File: src/inc/cdh_pkg.sv
// Constants, types and TAP next-state logic for the core debug halt and JTAG port
// What this block does
// - A fetch tagged by the break input halts the core only if it reaches execute.
// - A level halt request halts the core after the current instruction completes.
// - The halt acknowledge output stays high for the whole time in debug state.
// - Instructions shifted in through a scan chain are handed to the core to execute.
// - Each inserted instruction runs at debug speed or at full system speed.
// - Scan chain 2 lets the probe request debug state without the request pin.
// - System reset line is open drain; target may pull it, and its level is monitored.
// - A target retiming its JTAG inputs echoes a retimed test clock back.
// - A target that does not retime may hold the echoed clock low.
// - With mode select held high, stray test clock edges leave the TAP harmless.
// - Test data out changes on falling test clock; inputs sampled on rising edge.
`default_nettype none
package cdh_pkg;
  localparam int IR_W = 4;
  localparam int DR_W = 33;
  localparam int WORD_W = 32;
  localparam logic [IR_W-1:0] IR_SCAN_N = 4'h2;
  localparam logic [IR_W-1:0] IR_RESTART = 4'h4;
  localparam logic [IR_W-1:0] IR_INTEST = 4'hC;
  localparam logic [IR_W-1:0] IR_IDCODE = 4'hE;
  localparam logic [IR_W-1:0] IR_BYPASS = 4'hF;
  localparam logic [IR_W-1:0] IR_CAPTURE = 4'h1;
  localparam logic [IR_W-1:0] CHAIN_EXEC = 4'h1;
  localparam logic [IR_W-1:0] CHAIN_HALT = 4'h2;
  localparam int SYS_SPEED_BIT = 32;
  localparam int TMS_RESET_EDGES = 5;
  // Arbitrary identification value
  localparam logic [WORD_W-1:0] ID_VALUE = 32'h0000_0001;

  typedef enum logic [3:0] {
    TLR, RTI, SEL_DR, CAP_DR, SH_DR, EX1_DR, PA_DR, EX2_DR, UP_DR,
    SEL_IR, CAP_IR, SH_IR, EX1_IR, PA_IR, EX2_IR, UP_IR
  } cdh_tap_type;

  typedef enum logic [2:0] {
    P_BYPASS, P_SCAN_N, P_EXEC, P_HALT, P_IDCODE
  } cdh_path_type;

  function automatic cdh_tap_type cdh_tap_next(input cdh_tap_type s, input logic tms);
    case (s)
      TLR: cdh_tap_next = tms ? TLR : RTI;
      RTI: cdh_tap_next = tms ? SEL_DR : RTI;
      SEL_DR: cdh_tap_next = tms ? SEL_IR : CAP_DR;
      CAP_DR: cdh_tap_next = tms ? EX1_DR : SH_DR;
      SH_DR: cdh_tap_next = tms ? EX1_DR : SH_DR;
      EX1_DR: cdh_tap_next = tms ? UP_DR : PA_DR;
      PA_DR: cdh_tap_next = tms ? EX2_DR : PA_DR;
      EX2_DR: cdh_tap_next = tms ? UP_DR : SH_DR;
      UP_DR: cdh_tap_next = tms ? SEL_DR : RTI;
      SEL_IR: cdh_tap_next = tms ? TLR : CAP_IR;
      CAP_IR: cdh_tap_next = tms ? EX1_IR : SH_IR;
      SH_IR: cdh_tap_next = tms ? EX1_IR : SH_IR;
      EX1_IR: cdh_tap_next = tms ? UP_IR : PA_IR;
      PA_IR: cdh_tap_next = tms ? EX2_IR : PA_IR;
      EX2_IR: cdh_tap_next = tms ? UP_IR : SH_IR;
      UP_IR: cdh_tap_next = tms ? SEL_DR : RTI;
      default: cdh_tap_next = TLR;
    endcase
  endfunction
endpackage
`default_nettype wire

File: src/hw/cdh_sync.sv
// Two-flop synchroniser for pins from outside the clock domain
`default_nettype none
module cdh_sync #(
  parameter int W = 1,
  parameter logic [W-1:0] INIT = '0
) (
  // Clock and reset
  input wire logic clk_i,
  input wire logic rst_b_i,
  // Data
  input wire logic [W-1:0] d_i,
  output logic [W-1:0] q_o
);
  logic [W-1:0] meta;

  always_ff @(posedge clk_i or negedge rst_b_i) begin
    if (!rst_b_i) begin
      meta <= INIT;
      q_o <= INIT;
    end else begin
      meta <= d_i;
      q_o <= meta;
    end
  end
endmodule
`default_nettype wire

File: src/hw/cdh_debug_port.sv
// Core run-control debug logic with a JTAG port oversampled on the core clock
`default_nettype none
module cdh_debug_port #(
  parameter bit ECHO_ENABLE = 1'b1
) (
  // Clock and reset
  input wire logic clk_i,
  input wire logic rst_b_i,
  // Core pipeline
  input wire logic fetch_valid_i,
  input wire logic fetch_break_tag_i,
  input wire logic pipe_advance_i,
  input wire logic flush_i,
  input wire logic instr_done_i,
  input wire logic [31:0] debug_read_data_i,
  // Debug request and acknowledge pins
  input wire logic halt_request_in_i,
  output logic halted_ack_out_o,
  // Inserted instructions to the core
  output logic [31:0] inserted_instr_o,
  output logic inserted_valid_o,
  output logic inserted_sys_speed_o,
  // JTAG pins
  input wire logic tck_i,
  input wire logic tms_i,
  input wire logic tdi_i,
  input wire logic test_reset_n_i,
  output logic tdo_o,
  output logic tdo_oe_o,
  output logic echoed_test_clock_o,
  // System reset line, open drain
  input wire logic system_reset_line_n_i,
  output logic system_reset_line_n_o,
  output logic system_reset_line_n_oe_o,
  input wire logic target_reset_req_i,
  output logic sys_reset_seen_o
);
  logic rst_q1;
  logic rst_n;
  logic [5:0] pins_s;
  logic tck_s, tms_s, tdi_s, trst_n_s, req_s, srst_n_s;
  logic tck_d;
  logic tck_rise, tck_fall;
  cdh_pkg::cdh_tap_type tap;
  cdh_pkg::cdh_tap_type next_tap;
  cdh_pkg::cdh_path_type path;
  logic [cdh_pkg::IR_W-1:0] ir;
  logic [cdh_pkg::IR_W-1:0] ir_sh;
  logic [cdh_pkg::IR_W-1:0] chain;
  logic [cdh_pkg::DR_W-1:0] dr;
  logic scan_halt;
  logic halted;
  logic tag_dec;
  logic break_hit;
  logic restart_go;
  logic upd_exec;

  // ----------------------------------------------------------------
  // Reset release and pin synchronisers
  // ----------------------------------------------------------------
  always_ff @(posedge clk_i or negedge rst_b_i) begin
    if (!rst_b_i) begin
      rst_q1 <= 1'b0;
      rst_n <= 1'b0;
    end else begin
      rst_q1 <= 1'b1;
      rst_n <= rst_q1;
    end
  end

  // Idle levels: mode select high, resets released
  cdh_sync #(.W(6), .INIT(6'h2E)) u_sync (
    .clk_i(clk_i),
    .rst_b_i(rst_n),
    .d_i({system_reset_line_n_i, halt_request_in_i, test_reset_n_i, tdi_i, tms_i, tck_i}),
    .q_o(pins_s)
  );
  assign {srst_n_s, req_s, trst_n_s, tdi_s, tms_s, tck_s} = pins_s;

  always_ff @(posedge clk_i or negedge rst_n) begin
    if (!rst_n) begin
      tck_d <= 1'b0;
    end else begin
      tck_d <= tck_s;
    end
  end
  assign tck_rise = tck_s & ~tck_d;
  assign tck_fall = ~tck_s & tck_d;

  // ----------------------------------------------------------------
  // TAP controller
  // ----------------------------------------------------------------
  assign next_tap = cdh_pkg::cdh_tap_next(tap, tms_s);

  always_ff @(posedge clk_i or negedge rst_n) begin
    if (!rst_n) begin
      tap <= cdh_pkg::TLR;
    end else if (!trst_n_s) begin
      tap <= cdh_pkg::TLR;
    end else if (tck_rise) begin
      tap <= next_tap;
    end
  end

  always_ff @(posedge clk_i or negedge rst_n) begin
    if (!rst_n) begin
      ir <= cdh_pkg::IR_IDCODE;
      ir_sh <= '0;
      chain <= '0;
    end else if (!trst_n_s || tap == cdh_pkg::TLR) begin
      ir <= cdh_pkg::IR_IDCODE;
      ir_sh <= '0;
      chain <= '0;
    end else if (tck_rise) begin
      case (tap)
        cdh_pkg::CAP_IR: ir_sh <= cdh_pkg::IR_CAPTURE;
        cdh_pkg::SH_IR: ir_sh <= {tdi_s, ir_sh[cdh_pkg::IR_W-1:1]};
        cdh_pkg::UP_IR: ir <= ir_sh;
        cdh_pkg::UP_DR: begin
          if (path == cdh_pkg::P_SCAN_N) begin
            chain <= dr[cdh_pkg::IR_W-1:0];
          end
        end
        default: ;
      endcase
    end
  end

  always_comb begin
    case (ir)
      cdh_pkg::IR_SCAN_N: path = cdh_pkg::P_SCAN_N;
      cdh_pkg::IR_IDCODE: path = cdh_pkg::P_IDCODE;
      cdh_pkg::IR_INTEST: begin
        if (chain == cdh_pkg::CHAIN_EXEC) begin
          path = cdh_pkg::P_EXEC;
        end else if (chain == cdh_pkg::CHAIN_HALT) begin
          path = cdh_pkg::P_HALT;
        end else begin
          path = cdh_pkg::P_BYPASS;
        end
      end
      default: path = cdh_pkg::P_BYPASS;
    endcase
  end

  // ----------------------------------------------------------------
  // Data register shift path
  // ----------------------------------------------------------------
  always_ff @(posedge clk_i or negedge rst_n) begin
    if (!rst_n) begin
      dr <= '0;
    end else if (tck_rise && tap == cdh_pkg::CAP_DR) begin
      case (path)
        cdh_pkg::P_EXEC: dr <= {1'b0, debug_read_data_i};
        cdh_pkg::P_HALT: dr <= {32'h0000_0000, halted};
        cdh_pkg::P_IDCODE: dr <= {1'b0, cdh_pkg::ID_VALUE};
        cdh_pkg::P_SCAN_N: dr <= {29'h0000_0000, chain};
        default: dr <= '0;
      endcase
    end else if (tck_rise && tap == cdh_pkg::SH_DR) begin
      case (path)
        cdh_pkg::P_EXEC: dr <= {tdi_s, dr[cdh_pkg::DR_W-1:1]};
        cdh_pkg::P_IDCODE: dr[31:0] <= {tdi_s, dr[31:1]};
        cdh_pkg::P_SCAN_N: dr[3:0] <= {tdi_s, dr[3:1]};
        default: dr[0] <= tdi_s;
      endcase
    end
  end

  // Output moves only on the falling edge, giving the probe half a period
  always_ff @(posedge clk_i or negedge rst_n) begin
    if (!rst_n) begin
      tdo_o <= 1'b0;
      tdo_oe_o <= 1'b0;
    end else if (tck_fall) begin
      tdo_oe_o <= (tap == cdh_pkg::SH_DR) || (tap == cdh_pkg::SH_IR);
      if (tap == cdh_pkg::SH_DR) begin
        tdo_o <= dr[0];
      end else if (tap == cdh_pkg::SH_IR) begin
        tdo_o <= ir_sh[0];
      end
    end
  end

  // ----------------------------------------------------------------
  // Run control
  // ----------------------------------------------------------------
  assign break_hit = pipe_advance_i & tag_dec & ~flush_i;
  assign upd_exec = tck_rise && tap == cdh_pkg::UP_DR && path == cdh_pkg::P_EXEC && halted;
  assign restart_go = tck_rise && ir == cdh_pkg::IR_RESTART && tap != cdh_pkg::RTI &&
                      next_tap == cdh_pkg::RTI;

  // Tag follows the fetched word; a flush drops it before it can execute
  always_ff @(posedge clk_i or negedge rst_n) begin
    if (!rst_n) begin
      tag_dec <= 1'b0;
    end else if (flush_i) begin
      tag_dec <= 1'b0;
    end else if (pipe_advance_i) begin
      tag_dec <= fetch_valid_i & fetch_break_tag_i;
    end
  end

  always_ff @(posedge clk_i or negedge rst_n) begin
    if (!rst_n) begin
      scan_halt <= 1'b0;
    end else if (tck_rise && tap == cdh_pkg::UP_DR && path == cdh_pkg::P_HALT) begin
      scan_halt <= dr[0];
    end else if (restart_go) begin
      scan_halt <= 1'b0;
    end
  end

  always_ff @(posedge clk_i or negedge rst_n) begin
    if (!rst_n) begin
      halted <= 1'b0;
    end else if (restart_go) begin
      halted <= 1'b0;
    end else if (!halted && (break_hit || (instr_done_i && (req_s || scan_halt)))) begin
      halted <= 1'b1;
    end
  end
  assign halted_ack_out_o = halted;

  always_ff @(posedge clk_i or negedge rst_n) begin
    if (!rst_n) begin
      inserted_instr_o <= '0;
      inserted_sys_speed_o <= 1'b0;
      inserted_valid_o <= 1'b0;
    end else begin
      inserted_valid_o <= upd_exec;
      if (upd_exec) begin
        inserted_instr_o <= dr[31:0];
        inserted_sys_speed_o <= dr[cdh_pkg::SYS_SPEED_BIT];
      end
    end
  end

  // ----------------------------------------------------------------
  // Echoed clock and system reset line
  // ----------------------------------------------------------------
  always_ff @(posedge clk_i or negedge rst_n) begin
    if (!rst_n) begin
      echoed_test_clock_o <= 1'b0;
      system_reset_line_n_oe_o <= 1'b0;
      sys_reset_seen_o <= 1'b0;
    end else begin
      echoed_test_clock_o <= ECHO_ENABLE ? tck_s : 1'b0;
      system_reset_line_n_oe_o <= target_reset_req_i;
      sys_reset_seen_o <= ~srst_n_s;
    end
  end
  assign system_reset_line_n_o = 1'b0;

  // ----------------------------------------------------------------
  // Checks
  // ----------------------------------------------------------------
  localparam logic [2:0] TMS_RUN_MAX = 3'(cdh_pkg::TMS_RESET_EDGES);
  logic [2:0] tms_run;
  always_ff @(posedge clk_i or negedge rst_n) begin
    if (!rst_n) begin
      tms_run <= '0;
    end else if (tck_rise) begin
      tms_run <= !tms_s ? 3'h0 : (tms_run == TMS_RUN_MAX ? tms_run : tms_run + 3'h1);
    end
  end
endmodule
`default_nettype wire

File: config.mk
export PLATFORM = sky130hd
export DESIGN_NAME = cdh_debug_port
export DESIGN_NICKNAME = d
export VERILOG_FILES = /design/src/inc/cdh_pkg.sv /design/src/hw/cdh_sync.sv /design/src/hw/cdh_debug_port.sv
export SDC_FILE = /design/constraint.sdc
export NUM_CORES = 1
export LEC_CHECK = 0
export BUFFER_PORTS_ARGS = -buffer_cell sky130_fd_sc_hd__buf_2
export CAP_MARGIN = 10
export CORE_UTILIZATION = 29
export CTS_BUF_LIST = sky130_fd_sc_hd__clkbuf_4 sky130_fd_sc_hd__clkbuf_8
export CTS_CLUSTER_SIZE = 14
export DETAILED_ROUTE_END_ITERATION = 7
export PLACE_DENSITY = 0.54
export SYNTH_ARGS = -nofsm -noshare
export SYNTH_HDL_FRONTEND = slang
export SYNTH_SLANG_ARGS = --single-unit
File: constraint.sdc
create_clock -name clk_i -period 3.37 [get_ports clk_i]
set_input_delay 0.674 -clock clk_i [delete_from_list [all_inputs] [get_ports clk_i]]
set_output_delay 0.674 -clock clk_i [all_outputs]
set_load 0.01 [all_outputs]
## Word level (Yosys, flattened, before mapping)

Index checks and enable logic that the tools add are counted.

- Logic and storage cells: 146
- Bits in registers: 105
- Bits of input ports: 46

- Bitwise gates (word level): 9
- Equality and inequality tests: 28
- Reductions and logical operators: 43
- Multiplexer cells: 43

Operator list:

| cell | number |
|---|---|
| 32-bit case mux with 4 select lines | 1 |
| 33-bit two-way mux | 2 |
| 4-bit two-way mux | 15 |
| 28-bit case mux with 2 select lines | 1 |
| 4-bit case mux with 12 select lines | 1 |
| 4-bit equality test (second input constant) | 10 |
| 4-bit by 3-bit equality test with 1-bit output (second input constant) | 5 |
| 2-bit nonzero test | 10 |
| 4-bit by 2-bit equality test with 1-bit output (second input constant) | 4 |
| 1-bit two-way mux | 13 |
| 4-bit by 1-bit equality test with 1-bit output (second input constant) | 3 |
| 2-bit AND reduction | 6 |
| 1-bit logical AND | 11 |
| 2-bit two-way mux | 5 |
| 3-bit case mux with 3 select lines | 1 |
| 3-bit nonzero test | 3 |
| 4-bit case mux with 2 select lines | 1 |
| 3-bit by 2-bit equality test with 1-bit output (second input constant) | 2 |
| 3-bit two-way mux | 2 |
| 3-bit case mux with 2 select lines | 1 |
| 2-bit OR reduction | 3 |
| 3-bit OR reduction | 2 |
| 1-bit bitwise AND | 5 |
| 4-bit zero test | 1 |
| 8 further kinds | 15 |

## Longest topological paths before layout

- Word-level depth: 9
- Gate-level depth with buffers: 8

## Cells and area by module

From an unflattened synthesis, not the netlist that was laid out.

- Cell total of the unflattened synthesis: 414
- Area, all modules: 4822.1 um2

Modules (own cells, without submodules):

| module | cells an instance | times used | sequential area each (um2) | area an instance (um2) |
|---|---|---|---|---|
| cdh_debug_port | 402 | 1 | 2331.0 | 4511.8 |
| cdh_sync | 12 | 1 | 310.3 | 310.3 |

## Worst setup path before layout

Ideal clock, no wire load.

- Path type: reg2reg
- Start: reg tap[1]
- End: reg dr[31] in the netlist's numbering
- Slack: 1452 ps
- Period minus slack after synthesis: 1918 ps
- Data arrival time: 1795 ps
- Setup time: 124 ps
- Stages on the path, launching flop included: 8
- Cell sequence: dfrtp_1 buf_4 or3b_1 a211o_1 a31oi_2 buf_6 buf_4 a21oi_2

- Word-level cells in the longest chain between the ends: 4
- Elaborated cells between the ends (all ways): 8
- Those cells by class: eq/ne: 2; mux: 1; reduce/logical: 5

RTL lines:

| what | RTL line | RTL |
|---|---|---|
| start, declared | cdh_debug_port.sv:44 | `cdh_pkg::cdh_tap_type tap;` |
| start signal, assigned | cdh_debug_port.sv:97 | `tap <= cdh_pkg::TLR;` |
| start signal, assigned | cdh_debug_port.sv:99 | `tap <= cdh_pkg::TLR;` |
| start signal, assigned | cdh_debug_port.sv:101 | `tap <= next_tap;` |
| 4-bit by 2-bit equality test with 1-bit output / 4-bit by 3-bit equality test with 1-bit output (equally long branches) | cdh_debug_port.sv:152, cdh_debug_port.sv:160 |  |
| 1-bit logical AND (on tied branches) | cdh_debug_port.sv:152, cdh_debug_port.sv:160 |  |
| 3-bit nonzero test (no line) / 2-bit nonzero test (equally long branches) | n/a |  |
| 2-bit AND reduction (no line) | n/a |  |
| end signal, assigned | cdh_debug_port.sv:154 | `cdh_pkg::P_EXEC: dr <= {1'b0, debug_read_data_i};` |
| end signal, assigned | cdh_debug_port.sv:155 | `cdh_pkg::P_HALT: dr <= {32'h0000_0000, halted};` |
| end signal, assigned | cdh_debug_port.sv:156 | `cdh_pkg::P_IDCODE: dr <= {1'b0, cdh_pkg::ID_VALUE};` |
| end, declared | cdh_debug_port.sv:50 | `logic [cdh_pkg::DR_W-1:0] dr;` |

Several ways; a longest one is shown, not always the timed one.
A chain may end at the register's enable or synchronous reset.

## Worst setup path after layout

- Start: reg tap[0]
- End: reg inserted_instr_o[29]

- Word-level cells in the longest chain between the ends: 4

RTL lines:

| what | RTL line | RTL |
|---|---|---|
| 4-bit equality test | cdh_debug_port.sv:189 | `assign upd_exec = tck_rise && tap == cdh_pkg::UP_DR && path == cdh_pkg::P_EXEC && halted;` |
| 1-bit logical AND (3 in series) | cdh_debug_port.sv:189 |  |
| end signal, assigned | cdh_debug_port.sv:233 | `inserted_instr_o <= dr[31:0];` |
| end, declared | cdh_debug_port.sv:20 | `output logic [31:0] inserted_instr_o,` |

No other way between the ends.

==> impl_metrics.env <==
export IMPL_finalWirelength_um=10400
export IMPL_layout_min_cycle_time_ps=2300
export IMPL_cts_resized=0
export IMPL_grt_setup_unrepaired="no"
export IMPL_reg2reg_from="tap[0]"
export IMPL_post_route_cell_area_mm2=0.00549
export IMPL_synth_area_mm2=0.00465
export IMPL_cellLeakagePower_nw=2.52
export IMPL_first_iter_violations=202
export IMPL_coreArea_mm2=0.0154
export IMPL_finalPower_mw=2.23
export IMPL_r2r_end="inserted_instr_o[29]"
export IMPL_postCtsSetupBuffers=0
export IMPL_crit_path_start="tap[0]"
export IMPL_antenna_left=0
export IMPL_synthCells=421
export IMPL_critPathCapture="inserted_instr_o[29]"
export IMPL_cts_tree="built"
export IMPL_hold_class="input pin to asynchronous set/reset pin"
export IMPL_hold_viol_final=0
export IMPL_grt_pass1_wl_um=17000
export IMPL_yosysTopAreaCell="dfrtp_1"
export IMPL_antenna_found_initial=1
export IMPL_initial_utilization_pct=30.1
export IMPL_drv_cap=0
export IMPL_reg2reg_depth=5
export IMPL_num_rows=45
export IMPL_relSlewSlack_pct=41.2
export IMPL_fin_nets=543
export IMPL_setup_viol_count_final=0
export IMPL_first_pass_iters=6
export IMPL_dpl_instance_area_mm2=0.00528
export IMPL_ir_drop_mv=0.239
export IMPL_post_route_period_util_pct=68.3
export IMPL_reg2reg_setup_slack_ps=1070
export IMPL_chipHeight_um=129
export IMPL_tightest_slew_ps=881
export IMPL_cp_arrival_ps=2560
export IMPL_critPathRequiredTime_ps=3630
export IMPL_fmax_ghz=0.435
export IMPL_portBuffers=85
export IMPL_yosys_top_cells_area="dfrtp_1 (51%), mux2_2 (8.7%), dfstp_2 (6.2%)"
export IMPL_clockBufferDepth=2
export IMPL_clockRootBuffer="clkbuf_8"
export IMPL_drc=0
export IMPL_pre_cts_ws_ps=1090
export IMPL_drt_vias_per_instance=4.82
export IMPL_grt_max_degree=68
export IMPL_fin_skew_ps=7.45
export IMPL_hold_ws_ps=67.4
export IMPL_critPathLaunchType="flip-flop"
export IMPL_worstSkewPairLatency_ps=370
export IMPL_tns_ps=0
export IMPL_die_width_um=129
export IMPL_maxSlewViolCount=0
export IMPL_yosysSeqAreaShare_pct=56.8
export IMPL_htree_levels=3
export IMPL_dieArea_mm2=0.0165
export IMPL_dpl_cell_count=697
export IMPL_cp_max_fo=36
export IMPL_n_antenna_cell=0
export IMPL_grt_pass1_vias=3360
export IMPL_syn_nets=467
export IMPL_power_density_mw_per_mm2=406
export IMPL_cts_buffers=9
export IMPL_gr_total_overflow=0
export IMPL_globalplace_congestion=0.715
export IMPL_ys_types=51
export IMPL_final_instance_count_excl_fill=712
export IMPL_grt_util_all_layers_pct=13.4
export IMPL_cts_hold_buf=0
export IMPL_synth_top_area_share_pct=50.6
export IMPL_ys_ff_latch=105
export IMPL_synth_ff_type="dfrtp_1"
export IMPL_synth_enable_flop_cells=0
export IMPL_io_pins=87
export IMPL_final_util_pct=35.6
export IMPL_drive_gt1_share_pct=34.7
export IMPL_areaGrowthSynthToFinish_pct=18.2
export IMPL_crit_type="flip-flop to flip-flop"
export IMPL_cts_num_sinks=105
export IMPL_async_reset_ff_share_pct=100
export IMPL_hpwl_um=7030
export IMPL_wl_per_cell_um=14.6
export IMPL_vias=3432
export IMPL_yosysWarnings=0
export IMPL_outcome="complete, no violations"
export IMPL_syn_mean_instance_area_um2=11.0
export IMPL_end_kind="flip-flop"
export IMPL_fin_ws_ps=1070
export IMPL_clk_pin_slew_worst_paths_ps=90
-- area by class of cell --
type                       instances  area [µm²]
timing repair buffer              92         503
fill                            1581        9930
inverter                           8        30.0
clock inverter                     4        76.3
sequential                       105        2650
multi-input combinational        281        1840
clock buffer                      11         139
tap                              211         264
-- registers in the layout (all words and copies together) (netlist names) --
register	flops
chain	4
dr	33
echoed_test_clock_o	1
halted_ack_out_o	1
inserted_instr_o	32
inserted_sys_speed_o	1
inserted_valid_o	1
ir	4
ir_sh	4
rst_n	1
rst_q1	1
scan_halt	1
sys_reset_seen_o	1
system_reset_line_n_oe_o	1
tag_dec	1
tap	4
tdo_o	1
tdo_oe_o	1
u_sync.meta	6
u_sync.q_o	6
-- how the worst min path moves through the flow --
stage,start,endpoint,cells past startpoint
floorplan,rst_q1,rst_n,0
global placement,u_sync.meta[0],u_sync.q_o[0],0
detailed placement,u_sync.meta[0],u_sync.q_o[0],0
CTS,rst_b_i,rst_n,1
global route,rst_b_i,rst_n,1
finish,rst_b_i,rst_n,1
-- cells by family (layout without fill, tap and decap cells) --
logic type	Yosys count	count (layout)	share of synthesized area [%]
buffers and inverters	35	115	3.82
multiplexers	37	37	8.94
XOR/XNOR	1	1	0.189
other	2	2	0.162
flip-flops	105	105	56.8
AND/OR/NAND/NOR	121	121	13.0
AO/OA/AOI/OAI	120	120	17.1
-- synth_stat cells, types with 7 or more instances --
library cell  number
dfrtp_1           94
buf_2              7
mux2_2            36
inv_1              8
dfstp_2           11
nor2b_1            8
o21ai_0           20
a21oi_1           35
nor2_1            34
nand2_1           30
a22oi_1           30
nand3_1           18
a21oi_2           12
clkbuf_1          12
-- worst max-delay path, cell delays in order (launching register included) --
cell and delay [ps]:
dfrtp_1 750, nor2_1 190, and3_1 320, nand3_2 100, buf_4 420, mux2_2 390
-- layout by cell type (no fill, tap or decap), types with 3 or more instances in the layout --
cell type / count
clkbuf_8: 9
nand2b_1: 3
inv_1: 8
a21boi_0: 3
buf_2: 85
mux2_2: 36
nand3_1: 18
dfrtp_1: 93
buf_4: 5
nor2_1: 34
o21ai_0: 20
a21oi_2: 12
o211ai_1: 3
nand4_1: 4
a22oi_1: 30
nor3b_1: 4
nor2b_1: 8
nand2_1: 30
nor3_1: 3
a21oi_1: 35
and3_1: 4
dfstp_2: 11
-- layer usage --
layer / GRT usage, % / up-vias / part of all wire, %
li1: - / 1663 / -
met1: 17.9 / 1668 / 47
met2: 20.4 / 83 / 46
met3: 3.16 / 16 / 4.3
met4: 6.30 / 2 / 2.2
met5: 0 / - / 0.12
-- power breakdown --
group | switching [mW] | total [mW] | internal (mW) | leakage, nW
logic | 0.0382 | 0.0719 | 0.0337 | 1.17
registers | 0.0302 | 1.31 | 1.28 | 1.24
clock network | 0.419 | 0.853 | 0.434 | 0.107
total | 0.487 | 2.23 | 1.74 | 2.52
No activity file was read; power rests on OpenSTA's default activity.
